--- src/pkg/adcs_defs.svh ---
// shared constants of the conversion sequencer: addresses, codes, counts
`ifndef ADCS_DEFS_SVH
`define ADCS_DEFS_SVH

// register addresses on the plain register port
`define ADCS_ADDR_W          4
`define ADCS_ADDR_CTRL       4'h0
`define ADCS_ADDR_RESULT     4'h1
`define ADCS_ADDR_INJ_CTRL   4'h2
`define ADCS_ADDR_INJ_RESULT 4'h3
`define ADCS_ADDR_IRQ_STATUS 4'h4
`define ADCS_ADDR_IRQ_MASK   4'h5
`define ADCS_ADDR_PINS       4'h6
`define ADCS_ADDR_FLAGS      4'h7

// data and channel widths
`define ADCS_DATA_W          16
`define ADCS_RES_W           10
`define ADCS_CHAN_W          4
`define ADCS_NCHAN           16

// reset values
`define ADCS_CTRL_RST        16'h0000
`define ADCS_CNT_RST         16'h0000

// mode field bits: bit 0 continuous, bit 1 auto-scan
`define ADCS_MODE_CONT       0
`define ADCS_MODE_SCAN       1
`define ADCS_MODE_SGL_ONCE   2'h0

// conversion clock select codes and lengths in base clock periods
`define ADCS_TCC_CODE_24     2'h0
`define ADCS_TCC_CODE_96     2'h2
`define ADCS_TCC_CODE_48     2'h3
`define ADCS_TCC_24          16'h0018
`define ADCS_TCC_48          16'h0030
`define ADCS_TCC_96          16'h0060

// conversion clocks per conversion phase, mclk cycles per base period
`define ADCS_CONV_PERIODS    10
`define ADCS_BASE_DIV        1

// interrupt status bits
`define ADCS_IRQ_W           3
`define ADCS_IRQ_DONE        0
`define ADCS_IRQ_OVR         1
`define ADCS_IRQ_INJ         2

`endif

--- src/pkg/adcs_pkg.sv ---
// types of the conversion sequencer
`default_nettype none
`include "adcs_defs.svh"
package adcs_pkg;

	// fsm states
	typedef enum logic [1:0] {ST_IDLE, ST_SAMPLE, ST_CONVERT, ST_HOLD} adcs_fsm_t;

	// register port request
	typedef struct packed {
		logic [`ADCS_ADDR_W-1:0] addr;
		logic [`ADCS_DATA_W-1:0] wdata;
		logic                    wr;
		logic                    rd;
	} adcs_bus_t;

	// converter_control_reg layout
	typedef struct packed {
		logic [1:0]              ctc;      // conversion_clock_select
		logic [1:0]              stc;      // sample_clock_select
		logic [1:0]              rsv_hi;
		logic                    ovr_susp;
		logic                    wfr;      // wait_for_read_enable
		logic                    start;
		logic                    rsv_lo;
		logic [1:0]              mode;
		logic [`ADCS_CHAN_W-1:0] chan;
	} adcs_ctrl_t;

	// conversion_result_reg and injection_result_reg layout
	typedef struct packed {
		logic [`ADCS_CHAN_W-1:0] chan;
		logic [1:0]              rsv;
		logic [`ADCS_RES_W-1:0]  val;      // result_value_field
	} adcs_result_t;

	// injection control layout
	typedef struct packed {
		logic [10:0]             rsv;
		logic                    req;
		logic [`ADCS_CHAN_W-1:0] chan;
	} adcs_inj_t;

	// whole state of the sequencer
	typedef struct packed {
		adcs_fsm_t               st;
		adcs_ctrl_t              ctrl;
		logic                    busy;
		logic [`ADCS_CHAN_W-1:0] cur_chan;
		logic [`ADCS_CHAN_W-1:0] mux_chan;
		logic                    inj_active;
		logic                    inj_pend;
		logic [`ADCS_CHAN_W-1:0] inj_chan;
		logic [15:0]             cnt;
		adcs_result_t            res;
		logic                    res_full;
		adcs_result_t            tmp;
		logic                    tmp_full;
		adcs_result_t            inj_res;
		logic [`ADCS_IRQ_W-1:0]  status;
		logic [`ADCS_IRQ_W-1:0]  mask;
		logic [`ADCS_DATA_W-1:0] rdata;
		logic                    xfer;
	} adcs_state_t;

endpackage : adcs_pkg
`default_nettype wire

--- src/core/adcs_pin_sync.sv ---
// three-stage synchroniser for the digital channel pins
`timescale 1ns/100ps
`default_nettype none
`include "adcs_defs.svh"
module adcs_pin_sync
	import adcs_pkg::*;
#(
	parameter int W = `ADCS_NCHAN
) (
	// clock, reset, enable
	input  wire logic         i_mclk,
	input  wire logic         i_reset,
	input  wire logic         i_ce,
	// pins and settled value
	input  wire logic [W-1:0] i_pins,
	output var  logic [W-1:0] o_pins
);

	typedef struct packed {
		logic [W-1:0] s1;
		logic [W-1:0] s2;
		logic [W-1:0] s3;
		logic [W-1:0] out;
	} adcs_sync_t;

	adcs_sync_t s_q;
	adcs_sync_t s_d;

	// a bit only moves once stages two and three agree, so a one-cycle glitch never reaches software
	always_comb begin
		s_d     = s_q;
		s_d.s1  = i_pins;
		s_d.s2  = s_q.s1;
		s_d.s3  = s_q.s2;
		s_d.out = (~(s_q.s2 ^ s_q.s3) & s_q.s3) | ((s_q.s2 ^ s_q.s3) & s_q.out);
	end

	// state register
	always_ff @(posedge i_mclk or posedge i_reset) begin
		if (i_reset) begin
			s_q <= '0;
		end else if (i_ce) begin
			s_q <= s_d;
		end
	end

	assign o_pins = s_q.out;

endmodule : adcs_pin_sync
`default_nettype wire

--- src/core/adcs_sequencer.sv ---
// conversion sequencer of a 16-input 10-bit converter, register port and interrupt
`timescale 1ns/100ps
`default_nettype none
`include "adcs_defs.svh"
module adcs_sequencer
	import adcs_pkg::*;
#(
	parameter int BASE_DIV     = `ADCS_BASE_DIV,
	parameter int CONV_PERIODS = `ADCS_CONV_PERIODS
) (
	// clock, reset, enable
	input  wire logic                    i_mclk,
	input  wire logic                    i_reset,
	input  wire logic                    i_ce,
	// register port
	input  wire adcs_bus_t               i_bus,
	output var  logic [`ADCS_DATA_W-1:0] o_rdata,
	// system side
	output var  logic                    o_irq,
	output var  logic                    o_xfer_req,
	output var  logic                    o_busy,
	// analog core
	output var  logic [`ADCS_CHAN_W-1:0] o_ana_chan,
	output var  logic                    o_ana_sample,
	output var  logic                    o_ana_convert,
	input  wire logic [`ADCS_RES_W-1:0]  i_ana_result,
	// channel pins read digitally
	input  wire logic [`ADCS_NCHAN-1:0]  i_chan_pins
);

	adcs_state_t s;
	adcs_state_t n;
	logic [`ADCS_NCHAN-1:0] pins;

	adcs_pin_sync #(
		.W(`ADCS_NCHAN)
	) u_pins (
		.i_mclk (i_mclk),
		.i_reset(i_reset),
		.i_ce   (i_ce),
		.i_pins (i_chan_pins),
		.o_pins (pins)
	);

	// conversion clock length; reserved code falls back to the shortest
	function automatic logic [15:0] tcc_len(input logic [1:0] code);
		logic [15:0] base;
		case (code)
			`ADCS_TCC_CODE_24: base = `ADCS_TCC_24;
			`ADCS_TCC_CODE_48: base = `ADCS_TCC_48;
			`ADCS_TCC_CODE_96: base = `ADCS_TCC_96;
			default:           base = `ADCS_TCC_24;
		endcase
		tcc_len = 16'(base * 16'(BASE_DIV));
	endfunction : tcc_len

	// sample length is the conversion clock shifted by the select
	function automatic logic [15:0] sample_len(input adcs_ctrl_t c);
		sample_len = tcc_len(c.ctc) << c.stc;
	endfunction : sample_len

	// length of the conversion phase
	function automatic logic [15:0] conv_len(input adcs_ctrl_t c);
		conv_len = 16'(tcc_len(c.ctc) * 16'(CONV_PERIODS));
	endfunction : conv_len

	// next channel and run flag after a stored result
	function automatic logic [4:0] step_channel(input adcs_ctrl_t c, input logic [3:0] cur);
		logic scan;
		logic cont;
		scan = c.mode[`ADCS_MODE_SCAN];
		cont = c.mode[`ADCS_MODE_CONT];
		if (scan && cur != '0) begin
			step_channel = {1'b1, cur - 4'h1};
		end else begin
			step_channel = {cont, c.chan};
		end
	endfunction : step_channel

	// next-state logic
	always_comb begin
		adcs_ctrl_t             wc;
		adcs_ctrl_t             rc;
		adcs_inj_t              wi;
		adcs_inj_t              ri;
		adcs_result_t           res_new;
		logic [`ADCS_IRQ_W-1:0] ev;
		logic [`ADCS_IRQ_W-1:0] clr;
		logic [4:0]             adv;
		logic                   rd_res;
		logic                   cont;
		wc      = adcs_ctrl_t'(i_bus.wdata);
		rc      = s.ctrl;
		wi      = adcs_inj_t'(i_bus.wdata);
		ri      = '0;
		res_new = '0;
		ev      = '0;
		clr     = '0;
		adv     = '0;
		rd_res  = i_bus.rd && (i_bus.addr == `ADCS_ADDR_RESULT);
		cont    = s.ctrl.mode[`ADCS_MODE_CONT];
		n       = s;
		n.xfer  = 1'b0;
		n.rdata = '0;

		// reads, with their side effects on the result flags
		if (i_bus.rd) begin
			case (i_bus.addr)
				`ADCS_ADDR_CTRL: begin
					rc.start = s.busy;
					n.rdata  = rc;
				end
				`ADCS_ADDR_RESULT: begin
					n.rdata    = s.res;
					n.res_full = 1'b0;
				end
				`ADCS_ADDR_INJ_CTRL: begin
					ri.req  = s.inj_pend;
					ri.chan = s.inj_chan;
					n.rdata = ri;
				end
				`ADCS_ADDR_INJ_RESULT: n.rdata = s.inj_res;
				`ADCS_ADDR_IRQ_STATUS: n.rdata = 16'(s.status);
				`ADCS_ADDR_IRQ_MASK:   n.rdata = 16'(s.mask);
				`ADCS_ADDR_PINS:       n.rdata = pins;
				`ADCS_ADDR_FLAGS:      n.rdata = 16'({s.inj_active, s.tmp_full, s.res_full});
				default:               n.rdata = '0;
			endcase
		end

		// parked result moves up as soon as the old one is read
		if (rd_res && s.tmp_full) begin
			n.res                 = s.tmp;
			n.res_full            = 1'b1;
			n.tmp_full            = 1'b0;
			n.xfer                = 1'b1;
			ev[`ADCS_IRQ_DONE]    = 1'b1;
		end

		// conversion sequencing
		case (s.st)
			ST_IDLE: begin
				if (s.busy) begin
					// injection slips in between two continuous conversions
					if (s.inj_pend && cont) begin
						n.inj_active = 1'b1;
						n.inj_pend   = 1'b0;
						n.mux_chan   = s.inj_chan;
						n.cnt        = sample_len(s.ctrl) - 16'h0001;
						n.st         = ST_SAMPLE;
					// suspend holds off while the result is unread
					end else if (!(s.ctrl.ovr_susp && n.res_full)) begin
						n.mux_chan = s.cur_chan;
						n.cnt      = sample_len(s.ctrl) - 16'h0001;
						n.st       = ST_SAMPLE;
					end
				end
			end
			ST_SAMPLE: begin
				if (s.cnt == '0) begin
					n.cnt = conv_len(s.ctrl) - 16'h0001;
					n.st  = ST_CONVERT;
				end else begin
					n.cnt = s.cnt - 16'h0001;
				end
			end
			ST_CONVERT: begin
				if (s.cnt != '0) begin
					n.cnt = s.cnt - 16'h0001;
				end else begin
					// capture the 10-bit value with its channel
					res_new.val  = i_ana_result;
					res_new.chan = s.mux_chan;
					n.st         = ST_IDLE;
					if (s.inj_active) begin
						// only the injection flag drops, the mode stays put
						n.inj_res          = res_new;
						n.inj_active       = 1'b0;
						ev[`ADCS_IRQ_INJ]  = 1'b1;
					end else if (s.ctrl.wfr && cont && n.res_full) begin
						// park the new result and pause
						n.tmp      = res_new;
						n.tmp_full = 1'b1;
						n.st       = ST_HOLD;
					end else begin
						// overrun when the old result was never read
						if (n.res_full && !s.ctrl.ovr_susp) begin
							ev[`ADCS_IRQ_OVR] = 1'b1;
						end
						n.res      = res_new;
						n.res_full = 1'b1;
						n.xfer     = 1'b1;
						ev[`ADCS_IRQ_DONE] = 1'b1;
						adv        = step_channel(s.ctrl, s.cur_chan);
						n.busy     = s.busy && adv[4];
						n.cur_chan = adv[3:0];
					end
				end
			end
			ST_HOLD: begin
				if (!n.tmp_full) begin
					adv        = step_channel(s.ctrl, s.cur_chan);
					n.busy     = s.busy && adv[4];
					n.cur_chan = adv[3:0];
					n.st       = ST_IDLE;
				end
			end
			default: n.st = ST_IDLE;
		endcase

		// writes; a start while running only changes the configuration
		if (i_bus.wr) begin
			case (i_bus.addr)
				`ADCS_ADDR_CTRL: begin
					n.ctrl        = wc;
					n.ctrl.start  = 1'b0;
					n.ctrl.rsv_hi = '0;
					n.ctrl.rsv_lo = 1'b0;
					if (!wc.start) begin
						n.busy = 1'b0;
					end else if (!s.busy) begin
						n.busy     = 1'b1;
						n.cur_chan = wc.chan;
					end
				end
				`ADCS_ADDR_INJ_CTRL: begin
					n.inj_chan = wi.chan;
					if (wi.req) begin
						n.inj_pend = 1'b1;
					end
				end
				`ADCS_ADDR_IRQ_STATUS: clr = i_bus.wdata[`ADCS_IRQ_W-1:0];
				`ADCS_ADDR_IRQ_MASK:   n.mask = i_bus.wdata[`ADCS_IRQ_W-1:0];
				default: ;
			endcase
		end

		// a new event beats a write-one-to-clear in the same cycle
		n.status = (s.status & ~clr) | ev;
	end

	// state register; clock enable freezes everything
	always_ff @(posedge i_mclk or posedge i_reset) begin
		if (i_reset) begin
			s      <= '0;
			s.st   <= ST_IDLE;
			s.ctrl <= `ADCS_CTRL_RST;
			s.cnt  <= `ADCS_CNT_RST;
		end else if (i_ce) begin
			s <= n;
		end
	end

	// outputs, all decoded from registered state
	assign o_rdata       = s.rdata;
	assign o_irq         = |(s.status & s.mask);
	assign o_xfer_req    = s.xfer;
	assign o_busy        = s.busy;
	assign o_ana_chan    = s.mux_chan;
	assign o_ana_sample  = (s.st == ST_SAMPLE);
	assign o_ana_convert = (s.st == ST_CONVERT);

	// helper terms for the checks below
	logic conv_end;
	logic rd_res_w;
	logic wr_any;
	logic norm_end;
	assign conv_end = (s.st == ST_CONVERT) && (s.cnt == '0);
	assign rd_res_w = i_bus.rd && (i_bus.addr == `ADCS_ADDR_RESULT);
	assign wr_any   = i_bus.wr;
	assign norm_end = conv_end && !s.inj_active
		&& !(s.ctrl.wfr && s.ctrl.mode[`ADCS_MODE_CONT] && s.res_full && !rd_res_w);
endmodule : adcs_sequencer
`default_nettype wire

--- config.mk ---
export PLATFORM = sky130hd
export DESIGN_NAME = adcs_sequencer
export DESIGN_NICKNAME = d
export VERILOG_FILES = /design/src/pkg/adcs_pkg.sv /design/src/core/adcs_pin_sync.sv /design/src/core/adcs_sequencer.sv
export VERILOG_INCLUDE_DIRS = /design/src /design/src/pkg
export SDC_FILE = /design/constraint.sdc
export NUM_CORES = 1
export LEC_CHECK = 0
export ABC_CLOCK_PERIOD_IN_PS = 4800
export BUFFER_PORTS_ARGS = -buffer_cell sky130_fd_sc_hd__buf_2
export CAP_MARGIN = 10
export CORE_ASPECT_RATIO = 0.5
export CORE_UTILIZATION = 40
export DETAILED_ROUTE_END_ITERATION = 7
export PLACE_DENSITY = 0.61
export SLEW_MARGIN = 0
export SYNTH_ARGS = -nofsm -noshare
export SYNTH_HDL_FRONTEND = slang
export SYNTH_HIERARCHICAL = 1
export SYNTH_SLANG_ARGS = --single-unit
--- constraint.sdc ---
create_clock -name i_mclk -period 4.8 [get_ports i_mclk]
set_input_delay 0.24 -clock i_mclk [delete_from_list [all_inputs] [get_ports i_mclk]]
set_output_delay 0.24 -clock i_mclk [all_outputs]
set_load 0.005 [all_outputs]
### Word level (Yosys, flattened, before mapping)

Index checks and enable logic that the tools add are counted.

* bits in registers: 178

* mux-type cells: 77
* multiply operators: 1
* equal/unequal tests: 20
* reductions and logical operators: 28
* bitwise logic cells: 11
* add/sub/neg operators: 5
* shift operators: 2

Operator list (number)
* two-way mux 16 bit: 16
* case mux 16 bit (8 select lines): 1
* two-way mux 50 bit: 2
* two-way mux 5 bit: 16
* subtractor 16 x 1 -> 16 bit, second input constant: 4
* two-way mux 17 bit: 3
* case mux 16 bit (3 select lines): 1
* two-way mux 34 bit: 1
* bitwise AND 16 bit: 2
* << shifter 16 x 2 -> 16 bit: 2
* two-way mux 2 bit: 12
* == test 4 x 3 -> 1 bit, second input constant: 4
* zero test 16 bit: 1
* multiplier 16 x 3 -> 15 bit, second input constant: 1
* NOT 16 bit: 1
* OR 16 bit: 1
* nonzero test 16 bit: 1
* bitwise XOR 16 bit: 1
* AND reduction 5 bit: 3
* two-way mux 1 bit: 14
* case mux 7 bit (2 select lines): 1
* two-way mux 3 bit: 4
* two-way mux 4 bit: 3
* logical AND 1 bit: 10
* 25 further kinds: 39

### Logic depth before layout (Yosys ltp)

Gate-level depths: netlist of the first run.

* word-level depth: 18
* gate-level depth with buffers: 14

### Hierarchy

The synthesis of the first run kept the hierarchy.

By module, submodules not included
* adcs_sequencer: sequential area each 2852.7 µm², area an instance 6502.5 µm², cells each 631, times used 1
* adcs_pin_sync: sequential area each 1601.5 µm², area an instance 2800.2 µm², cells each 220, times used 1

### Worst setup path before layout of the first run

No wires, ideal clock.

* kind: register to register
* from: register s[119] in the netlist's numbering
* to: register s[80] in the netlist's numbering
* required time: 4.724 ns
* path slack: 2.425 ns
* arrival: 2.299 ns
* stages on the path, launching flop included: 15
* path buffers: 1
* clock period less this slack: 2.375 ns
* cells stage by stage: dfrtp_1 -> nor2b_1 -> clkbuf_1 -> inv_1 -> ha_1 -> nand2b_1 -> nor2_1 -> inv_1 -> ha_1 -> nand2_1 -> mux2_2 -> o22ai_1 -> nor2b_1 -> o31ai_1 -> o21ai_1

* longest elaborated chain between the ends: 12

Ends and longest elaborated chain
* start: declaration: RTL line adcs_sequencer.sv:31 `adcs_state_t s;`
* start signal: assignment: RTL line adcs_sequencer.sv:250 `s <= n;`
* == test 2 bit: RTL line adcs_sequencer.sv:48 `case (code)`
* case mux 7 bit (2 select lines) (*): RTL line adcs_sequencer.sv:48
* branches (longest 9 deep; another with multiplier 16 x 3 -> 15 bit)
* case mux 16 bit (3 select lines) (*): RTL line adcs_sequencer.sv:141 `case (s.st)`

Every way passes the cells marked *. The select of a mux whose other input is x is not followed.
A chain may end at the register's enable or synchronous reset.

### Worst setup path after layout of the first run

Same ends and word-level chain as after synthesis.

==> summary.md, run 1 <==
| Metric | Value |
|---|---|
| Row Count | `39` |
| Port bufs | `72` |
| Area after DPL | `9540 um2` |
| Die Y | `around 110 um` |
| # nets final | `roughly 930` |
| Syn-to-layout area delta | `9.02%` |
| Largest net degree at the start of global routing | `90` |
| IO Count | `between 70 and 80` |
| Post-Route WL | `roughly 21000 um` |
| Reg2reg path depth | `13` |
| Avg Vias per Cell | `about 5.5` |
| Seq/Total Area, Yosys | `between 40% and 50%` |
| Hold crit path type | `input port to register` |
| Leakage | `4.53 nW` |
| Commonest non-fill, non-tap cell in the layout | `dfrtp_1` |
| Post-DR wirelength/cell | `approximately 18 um` |
| Htree depth | `4` |
| Final core occ | `~44%` |
| Critical path, cell by cell | `nor2b_1, inv_1, ha_1, nand2b_1, nor2_1, inv_1, ha_1, nand2_1, mux2_2, o22ai_1, nor2b_1, o31ai_1, o21ai_1` |
| CP max stage cell | `nor2b_1` |
| Initial core utilization | `about two fifths` |
| Filler cells | `2152` |
| Synth Register Bits | `around 180` |
| Die span in x | `218 um` |
| Maximum VDD drop | `0.000286 V` |
| Layout cell share with drive strength beyond 1 | `between 20% and 30%` |
| Most frequent cells in the layout | `dfrtp_1, mux2_2, nand2_1, buf_2, inv_1` |
| R2R Path Start | `s[119]` |
| Setup TNS | `0 ns` |
| Period minus WS final | `between 3 and 4 ns` |
| Mapped Area | `9300 um2` |
| Dominant synthesized flop cell | `dfrtp_1` |
| Power per cell area | `about 470 nW/um2` |
| Antenna viol nets, final | `0` |
| Unique masters post-synth | `74` |
| Hold Crit Start | `i_bus[11]` |
| Post-CTS setup buffers | `0` |
| Clk pin slew, worst setup/hold paths | `0.07 ns` |
| EDFF count, synth | `0` |
| # clock sinks | `between 150 and 200` |
| Die ar. | `between 20000 and 25000 um2` |
| Setup violators final | `0` |
| Max clock buf depth | `2` |
| Required @ worst endpoint | `just over 5 ns` |
| Post-cts resize count | `0` |
| Drt drc | `0` |
| Syn Area/Cell | `10.9 um2` |
| RSZ-0062 raised after global routing | `no` |
| Max Clk Rate | `around 0.32 GHz` |
| Crit Path Class | `register to register` |
| Worst Path Buf+Inv | `2` |
| Least-Margin Pin Slew | `about 1.1 ns` |
| Status | `finished, final reports clean` |
| Worst hold endpoint | `s[113]` |
| Net Count, Synth | `just over 900` |
| Cells after synthesis | `roughly 850` |
| Slew HR | `approximately a quarter` |
| CTS Buf Count | `17` |
| CTS tree | `yes` |
| Drt initial violations | `between 400 and 500` |
| Max Transition Viols Final | `0` |
| GRT Total Usage | `~18%` |
| WHS Path Cells | `2` |
| CP delay by family, top | `simple AND/OR/NAND/NOR gates` |
| Worst-Skew Late Latency | `0.43 ns` |
| Core area | `22800 um2` |
| First-pass GRT wire length | `33600 um` |
| Global route overflow | `0` |
| Number of global-route vias before repair | `6264` |
| Reg2reg end | `s[80]` |
| Vias post-DR | `between 6k and 7k` |
| CTS Root Buffer Type | `clkbuf_16` |
| Crit path capture type | `register` |
| Synth Warn # | `6` |
| Max incr delay on CP | `about 0.55 ns` |
| Async SR Flop Fraction | `100%` |
| Routability Congestion | `around 0.87` |
| DP Wirelength | `14300 um` |
| Max-cap violation count | `0` |
| Startpoint types | `register` |
| Initial antenna violation count | `1` |
| Post-route clock period utilization | `between 60% and 70%` |
| Hold-fix buffers, CTS | `1` |
| First-pass DRT Iterations | `6` |
| Final instance area | `~10000 um2` |
| Crit Path Max Fanout | `11` |
| Reg-to-reg setup timing slack | `about 1.6 ns` |
| Worst Skew | `around 0.011 ns` |
| Data arrival time of the critical path | `approximately 3.5 ns` |
| Count of final hold-check violations | `0` |
## layer usage
layer  global-route usage, %  vias to the layer above  wire (um)
li1                        -                     3066          -
met1                    24.8                     3259       9970
met5                       0                        -          0
met4                    5.48                        0        333
met2                    29.2                      139       9620
met3                    3.76                       27        861
## through the flow
step	power [mW]	instances	setup slack, ns	hold WS [ns]
5_1_grt	5.09	1183	1.35	0.0244
2_1_floorplan	3.14	851	1.54	0.380
3_5_place_dp	3.41	1152	1.64	0.411
4_1_cts	4.84	1182	1.63	0.0206
3_3_place_gp	3.37	1152	1.80	0.400
6_report	4.81	1183	1.64	0.0363
## worst max-delay path by stage
stage	to	startpoint	depth (start not counted)	slack (ns)
final	s[80]	s[119]	13	1.64
after global routing	s[80]	s[119]	13	1.35
after CTS	s[80]	s[119]	13	1.63
after detailed placement	s[80]	s[119]	13	1.64
after global placement	s[80]	s[119]	13	1.80
after floorplan	o_ana_chan[0]	i_reset	1	1.54
## Yosys cell counts, types with 4 or more instances
cell	number	area, um2
a21boi_0	4	30.0
a21o_1	4	30.0
a21oi_1	26	130
a21oi_2	8	70.1
a221oi_1	9	78.8
a222oi_1	4	40.0
a22o_1	9	78.8
a22oi_1	8	60.1
a22oi_2	8	100
a31oi_1	6	37.5
and2_1	4	25.0
buf_2	10	50.1
buf_4	39	293
buf_6	10	113
clkbuf_1	22	82.6
dfrtp_1	178	4450
ha_1	13	163
inv_1	52	195
mux2_2	82	923
mux2i_1	9	90.1
mux4_2	4	90.1
nand2_1	73	274
nand2b_1	23	144
nand3_1	7	35.0
nand4_1	6	37.5
nor2_1	31	116
nor2b_1	7	43.8
nor3_1	13	65.1
o21ai_0	44	220
o21ai_1	14	70.1
o22ai_1	19	119
o2bb2ai_1	25	219
o2bb2ai_2	8	120
o31ai_1	5	37.5
xnor2_1	5	43.8
## report_power, final
group / internal [mW] / switching (mW) / leakage (nW) / total (mW)
logic: 0.559 / 0.720 / 2.04 / 1.28
registers: 1.78 / 0.334 / 2.20 / 2.12
clock network: 0.789 / 0.622 / 0.290 / 1.41
total: 3.13 / 1.68 / 4.53 / 4.81
## sequential cells by signal, indices dropped and copies added, names as in the netlist, named ones only
| register | flops |
|---|---|
| o_ana_chan | 4 |
| o_busy | 1 |
| o_rdata | 16 |
| o_xfer_req | 1 |
| s | 92 |
| u_pins/s_d | 32 |
| u_pins/s_q | 16 |
## logic make-up (layout without fill, tap and decap cells)
family	Yosys count	after routing	synth area share, %
AO/OA/AOI/OAI	227	227	18.2
XOR/XNOR	8	8	0.753
adder cells (fa/ha/maj)	13	13	1.75
buffers and inverters	136	160	8.24
flip-flops	178	178	47.9
multiplexers	95	95	11.9
other	0	1	0
AND/OR/NAND/NOR	194	194	11.3
## final cells by class
type | instances | area [um2] | area share, %
Sequential cell | 178 | 4450 | 43.9
Multi-Input combinational cell | 537 | 4100 | 40.5
Clock buffer | 18 | 439 | 4.33
Timing Repair Buffer | 78 | 410 | 4.05
Tap cell | 307 | 384 | 3.79
Inverter | 53 | 201 | 1.99
Clock inverter | 11 | 148 | 1.46
Antenna cell | 1 | 2.50 | 0.0247
(Power assumes the default switching activity.)
==> run 2: changes to the inputs <==
--- a/config.mk
+++ b/config.mk
@@ -6,7 +6,7 @@
 export SDC_FILE = /design/constraint.sdc
 export NUM_CORES = 1
 export LEC_CHECK = 0
-export ABC_CLOCK_PERIOD_IN_PS = 4800
+export ABC_CLOCK_PERIOD_IN_PS = 3200
 export BUFFER_PORTS_ARGS = -buffer_cell sky130_fd_sc_hd__buf_2
 export CAP_MARGIN = 10
 export CORE_ASPECT_RATIO = 0.5
==> constraint.sdc (replaced) <==
create_clock -name i_mclk -period 3.2 [get_ports i_mclk]
set_input_delay 0.16 -clock i_mclk [delete_from_list [all_inputs] [get_ports i_mclk]]
set_output_delay 0.16 -clock i_mclk [all_outputs]
set_load 0.005 [all_outputs]
==> run 2 against run 1 <==
Hold slack worse by 0.021 ns. Routed wire length is 3.9% higher. Clock power is 48% higher. Core utilization is 1.9 points higher. Critical path depth is 1 lower. Total power is 52% higher. Highest routed layer unchanged.
==> summary.md, run 2 (synthesized netlist as in run 1, its figures left out) <==
| Metric | Value |
|---|---|
| Die span in x | `approximately 220 um` |
| Initial core utilization | `roughly 41%` |
| Post-Route WL | `about 22000 um` |
| Avg Vias per Cell | `roughly 5.5` |
| Vias post-DR | `6729` |
| Post-CTS setup buffers | `0` |
| Post-route clock period utilization | `between 80% and 90%` |
| Crit Path Max Fanout | `11` |
| Most frequent cells in the layout | `dfrtp_1, mux2_2, nand2_1, buf_2, inv_1` |
| Largest net degree at the start of global routing | `70` |
| Global route overflow | `0` |
| Setup TNS | `0 ns` |
| Startpoint types | `register` |
| Drt initial violations | `around 470` |
| Initial antenna violation count | `1` |
| Max clock buf depth | `2` |
| Worst hold endpoint | `s[27]` |
| Reg with most FFs | `s` |
| Crit path capture type | `register` |
| Drt drc | `0` |
| Port bufs | `approximately 70` |
| RSZ-0062 raised after global routing | `no` |
| Reg2reg path depth | `12` |
| # clock sinks | `between 150 and 200` |
| Commonest non-fill, non-tap cell in the layout | `dfrtp_1` |
| Critical path, cell by cell | `nor2b_1, inv_1, ha_1, nand2b_1, nor2_1, inv_1, ha_1, nand2b_1, o21ai_0, a211oi_1, o31ai_1, o21ai_1` |
| Routability Congestion | `approximately 0.87` |
| First-pass GRT wire length | `35200 um` |
| Reg2reg end | `s[80]` |
| Worst Skew | `0.00887 ns` |
| Period minus WS final | `roughly 2.7 ns` |
| Row Count | `39` |
| Hold crit path type | `input port to register` |
| Hold Crit Start | `i_ana_result[4]` |
| Setup violators final | `0` |
| CTS Root Buffer Type | `clkbuf_16` |
| Hold WS | `0.0153 ns` |
| Clk pin slew, worst setup/hold paths | `0.07 ns` |
| Htree depth | `4` |
| Data arrival time of the critical path | `roughly 3.0 ns` |
| Core area | `approximately 23000 um2` |
| First-pass DRT Iterations | `5` |
| GRT Total Usage | `a little under a fifth` |
| # nets final | `between 900 and 1k` |
| IO Count | `76` |
| Max-cap violation count | `0` |
| Antenna viol nets, final | `0` |
| Leakage | `between 4 and 5 nW` |
| Max incr delay on CP | `around 0.42 ns` |
| Reg-to-reg setup timing slack | `0.48 ns` |
| Slew HR | `a little under two fifths` |
| WHS Path Cells | `2` |
| DP Wirelength | `about 15000 um` |
| Die Y | `110 um` |
| Max FFs per register | `between 90 and 100` |
| Crit Path Class | `register to register` |
| Power per cell area | `a little under 700 nW/um2` |
| Worst-Skew Late Latency | `0.43 ns` |
| Die ar. | `between 20000 and 25000 um2` |
| Post-DR wirelength/cell | `roughly 17 um` |
| CP max stage cell | `dfrtp_1` |
| CTS tree | `yes` |
| Syn-to-layout area delta | `13.7%` |
| Count of final hold-check violations | `0` |
| Layout cell share with drive strength beyond 1 | `around 28%` |
| CTS Buf Count | `17` |
| Required @ worst endpoint | `about 3.5 ns` |
| Number of global-route vias before repair | `6643` |
| Least-Margin Pin Slew | `roughly 0.94 ns` |
| R2R Path Start | `s[119]` |
| Maximum VDD drop | `0.000317 V` |
| Max Transition Viols Final | `0` |
| Status | `finished, final reports clean` |
| Max Clk Rate | `about 0.37 GHz` |
## run 2: how the worst max path moves through the flow
stage | from | to | depth (start not counted) | slack (ns)
final | s[119] | s[80] | 12 | 0.48
after global routing | s[119] | s[80] | 12 | 0.17
after CTS | s[73] | s[68] | 8 | 0.47
after detailed placement | s[73] | s[68] | 8 | 0.50
after global placement | s[119] | s[80] | 13 | 0.56
after floorplan | i_reset | o_ana_chan[0] | 1 | 0.02
## run 2: routing by layer
layer,part of all wire (%),track usage [%],vias up
met3,3.9,3.85,22
met4,1.2,5.78,0
met1,48,25.7,3406
li1,-,-,3160
met2,47,30.8,141
met5,0,0,-
## run 2: timing repair
item / CTS / global route
endpoints found under the hold margin: 127 / 0
endpoints found under the setup margin: 0 / 0
hold buffers: 32 / 0
gates resized for setup: 0 / 0
## run 2: cell type report
cell class	instances	area, um2
timing repair buffer	126	861
sequential	178	4450
multi-input combinational	537	4090
fill	2108	12300
clock buffer	20	457
inverter	53	201
clock inverter	12	121
antenna	1	2.50
tap	307	384
## run 2: critical path: cells and delay by family (launching register included)
family                   cells  cell delay [ns]
flip-flops                   1             0.42
AO/OA/AOI/OAI                4             0.61
buffers and inverters        2             0.25
AND/OR/NAND/NOR              4             0.67
adder cells (fa/ha/maj)      2             0.66
## run 2: stage by stage
stage / total power, mW / util (%) / worst slack, ns / cells / instance area, um2
floorplan: 4.71 / - / 0.0243 / 851 / 9300
global placement: 5.13 / 42.4 / 0.561 / 1169 / 9670
detailed placement: 5.21 / 42.4 / 0.503 / 1169 / 9670
CTS: 7.35 / 46.3 / 0.474 / 1233 / 10600
global route: 7.73 / 46.3 / 0.166 / 1234 / 10600
finish: 7.31 / 46.3 / 0.483 / 1234 / 10600
## run 2: power by group
group | total [mW] | internal [mW] | switching (mW)
clock | 2.09 | 1.13 | 0.956
sequential | 3.18 | 2.67 | 0.508
combinational | 2.03 | 0.921 | 1.11
==> run 3: changes to the inputs <==
--- a/config.mk
+++ b/config.mk
@@ -6,7 +6,7 @@
 export SDC_FILE = /design/constraint.sdc
 export NUM_CORES = 1
 export LEC_CHECK = 0
-export ABC_CLOCK_PERIOD_IN_PS = 3200
+export ABC_CLOCK_PERIOD_IN_PS = 2800
 export BUFFER_PORTS_ARGS = -buffer_cell sky130_fd_sc_hd__buf_2
 export CAP_MARGIN = 10
 export CORE_ASPECT_RATIO = 0.5
==> constraint.sdc (replaced) <==
create_clock -name i_mclk -period 2.8 [get_ports i_mclk]
set_input_delay 0.14 -clock i_mclk [delete_from_list [all_inputs] [get_ports i_mclk]]
set_output_delay 0.14 -clock i_mclk [all_outputs]
set_load 0.005 [all_outputs]
==> run 3 against run 2 <==
Via count up 0.80%. Core utilization increased by 0.87 points. Clock skew shrank 0.0010 ns. Largest power group unchanged. Die area unchanged. Highest routed layer unchanged. First-iteration DRC count fell by 4.2%. Total power up 16%. Critical path depth down 4. Global-route usage up 0.21 points. Register-to-register slack got worse by 0.15 ns. Combinational power is 16% higher. Sequential power is 14% higher. Sequential share of layout area shrank 0.77 points.
==> summary.md, run 3 (synthesized netlist as in run 1, its figures left out) <==
| Metric | Value |
|---|---|
| Global route overflow | `0` |
| Initial core utilization | `~40%` |
| Die Y | `between 100 and 150 um` |
| Max-cap violation count | `0` |
| GRT Total Usage | `a little under a fifth` |
| Layout cell share with drive strength beyond 1 | `roughly 28%` |
| Largest net degree at the start of global routing | `97` |
| Most frequent cells in the layout | `dfrtp_1, mux2_2, nand2_1, buf_2, inv_1` |
| Drt initial violations | `roughly 450` |
| Die ar. | `between 20000 and 25000 um2` |
| Final WS setup | `approximately 0.33 ns` |
| Post-DR wirelength/cell | `about 17 um` |
| Max Transition Viols Final | `0` |
| IO Count | `between 70 and 80` |
| Commonest non-fill, non-tap cell in the layout | `dfrtp_1` |
| RSZ-0062 raised after global routing | `no` |
| Period minus WS final | `2.47 ns` |
| Final instance area | `between 10000 and 15000 um2` |
| CTS Root Buffer Type | `clkbuf_16` |
| First-pass GRT wire length | `around 35000 um` |
| CTS Buf Count | `17` |
| Initial antenna violation count | `0` |
| Vias post-DR | `approximately 6.8k` |
| Least-Margin Pin Slew | `between 0.9 and 1 ns` |
| Avg Vias per Cell | `approximately 5.4` |
| Post-cts resize count | `0` |
| Row Count | `39` |
| Pre-CTS worst setup slack | `around 0.36 ns` |
| Core area | `between 20000 and 25000 um2` |
| Routability Congestion | `0.888` |
| Max FFs per register | `92` |
| Die span in x | `218 um` |
| # nets final | `993` |
| Port bufs | `72` |
| Area after DPL | `between 9000 and 10000 um2` |
| Crit path capture type | `register` |
| Startpoint types | `register` |
| DP Wirelength | `approximately 15000 um` |
| Max Clk Rate | `0.406 GHz` |
| Number of global-route vias before repair | `approximately 6.7k` |
| Power per cell area | `around 800 nW/um2` |
| Drt drc | `0` |
| Slew HR | `between 30% and 40%` |
| Power Total | `8.49 mW` |
| Status | `finished, final reports clean` |
| Post-Route WL | `approximately 21000 um` |
| Reg with most FFs | `s` |
| Antenna viol nets, final | `0` |
| Filler cells | `between 2k and 2.5k` |
| Crit Path Max Fanout | `15` |
| Setup violators final | `0` |
| Count of final hold-check violations | `0` |
| Data arrival time of the critical path | `between 2 and 3 ns` |
| Setup TNS | `0 ns` |
| Leakage | `4.82 nW` |
| First-pass DRT Iterations | `7` |
| CTS tree | `yes` |
| Worst Skew | `a little under 0.008 ns` |
| Required @ worst endpoint | `about 3.1 ns` |
| Clk pin slew, worst setup/hold paths | `approximately 0.07 ns` |
| Hold crit path type | `input port to register` |
| Syn-to-layout area delta | `15.8%` |
| Htree depth | `4` |
| Maximum VDD drop | `between 0.0003 and 0.0004 V` |
| Number of diodes | `0` |
| Hold WS | `roughly 0.034 ns` |
| Crit Path Class | `register to register` |
| Post-route clock period utilization | `between 80% and 90%` |
| Max clock buf depth | `2` |
| Worst-Skew Late Latency | `around 0.44 ns` |
| # clock sinks | `178` |
==> run 3: worst paths after layout <==
path / start / slack [ns] / cells after the start / end
worst max-delay path: s[73] / 0.33 / 8 / s[47]
worst max register to register: s[73] / 0.33 / 8 / s[47]
worst min register to register: o_rdata[13] / 0.49 / 1 / o_rdata[13]
min in group asynchronous: i_reset / 0.27 / 3 / async pin
max in group asynchronous: i_reset / 1.56 / 4 / s[58]
worst min-delay path: i_bus[3] / 0.03 / 2 / s[105]
==> run 3: routing by layer <==
| layer | global-route usage [%] | up-vias | share of wire, % |
|---|---|---|---|
| li1 | - | 3190 | - |
| met1 | 25.8 | 3400 | 47 |
| met2 | 30.1 | 167 | 46 |
| met3 | 4.73 | 26 | 4.9 |
| met4 | 7.04 | 0 | 1.6 |
| met5 | 0 | - | 0 |
==> run 3: worst max-delay path, stage by stage (launching register included) <==
cell and delay (ns):
dfrtp_1 0.41, inv_1 0.10, ha_1 0.18, nor4b_1 0.36, and4_1 0.40, nand3_1 0.18, nor3_4 0.19, buf_12 0.18
mux2_2 0.34
==> run 3: stage by stage <==
step	instances	utilization, %
after floorplan	851	-
after global placement	1180	42.8
after detailed placement	1180	42.8
after CTS	1249	47.2
after global routing	1249	47.2
final	1249	47.2
==> run 3: layout make-up <==
type | instances | area [um2] | area share, %
multi-input combinational | 537 | 4090 | 38.0
inverter | 53 | 203 | 1.88
clock buffer | 19 | 453 | 4.20
tap | 307 | 384 | 3.57
timing repair buffer | 142 | 1020 | 9.45
sequential | 178 | 4450 | 41.3
clock inverter | 13 | 166 | 1.54
==> run 3: timing repair <==
item,CTS,global route
hold endpoints to repair,97,0
setup endpoints to repair,0,0
hold buffers,37,0
setup buffers,0,0
==> run 3: report_power, final <==
| part | switching (mW) | internal, mW | leakage, nW |
|---|---|---|---|
| Combinational | 1.27 | 1.08 | 2.33 |
| Sequential | 0.561 | 3.06 | 2.20 |
| Clock | 1.12 | 1.40 | 0.291 |
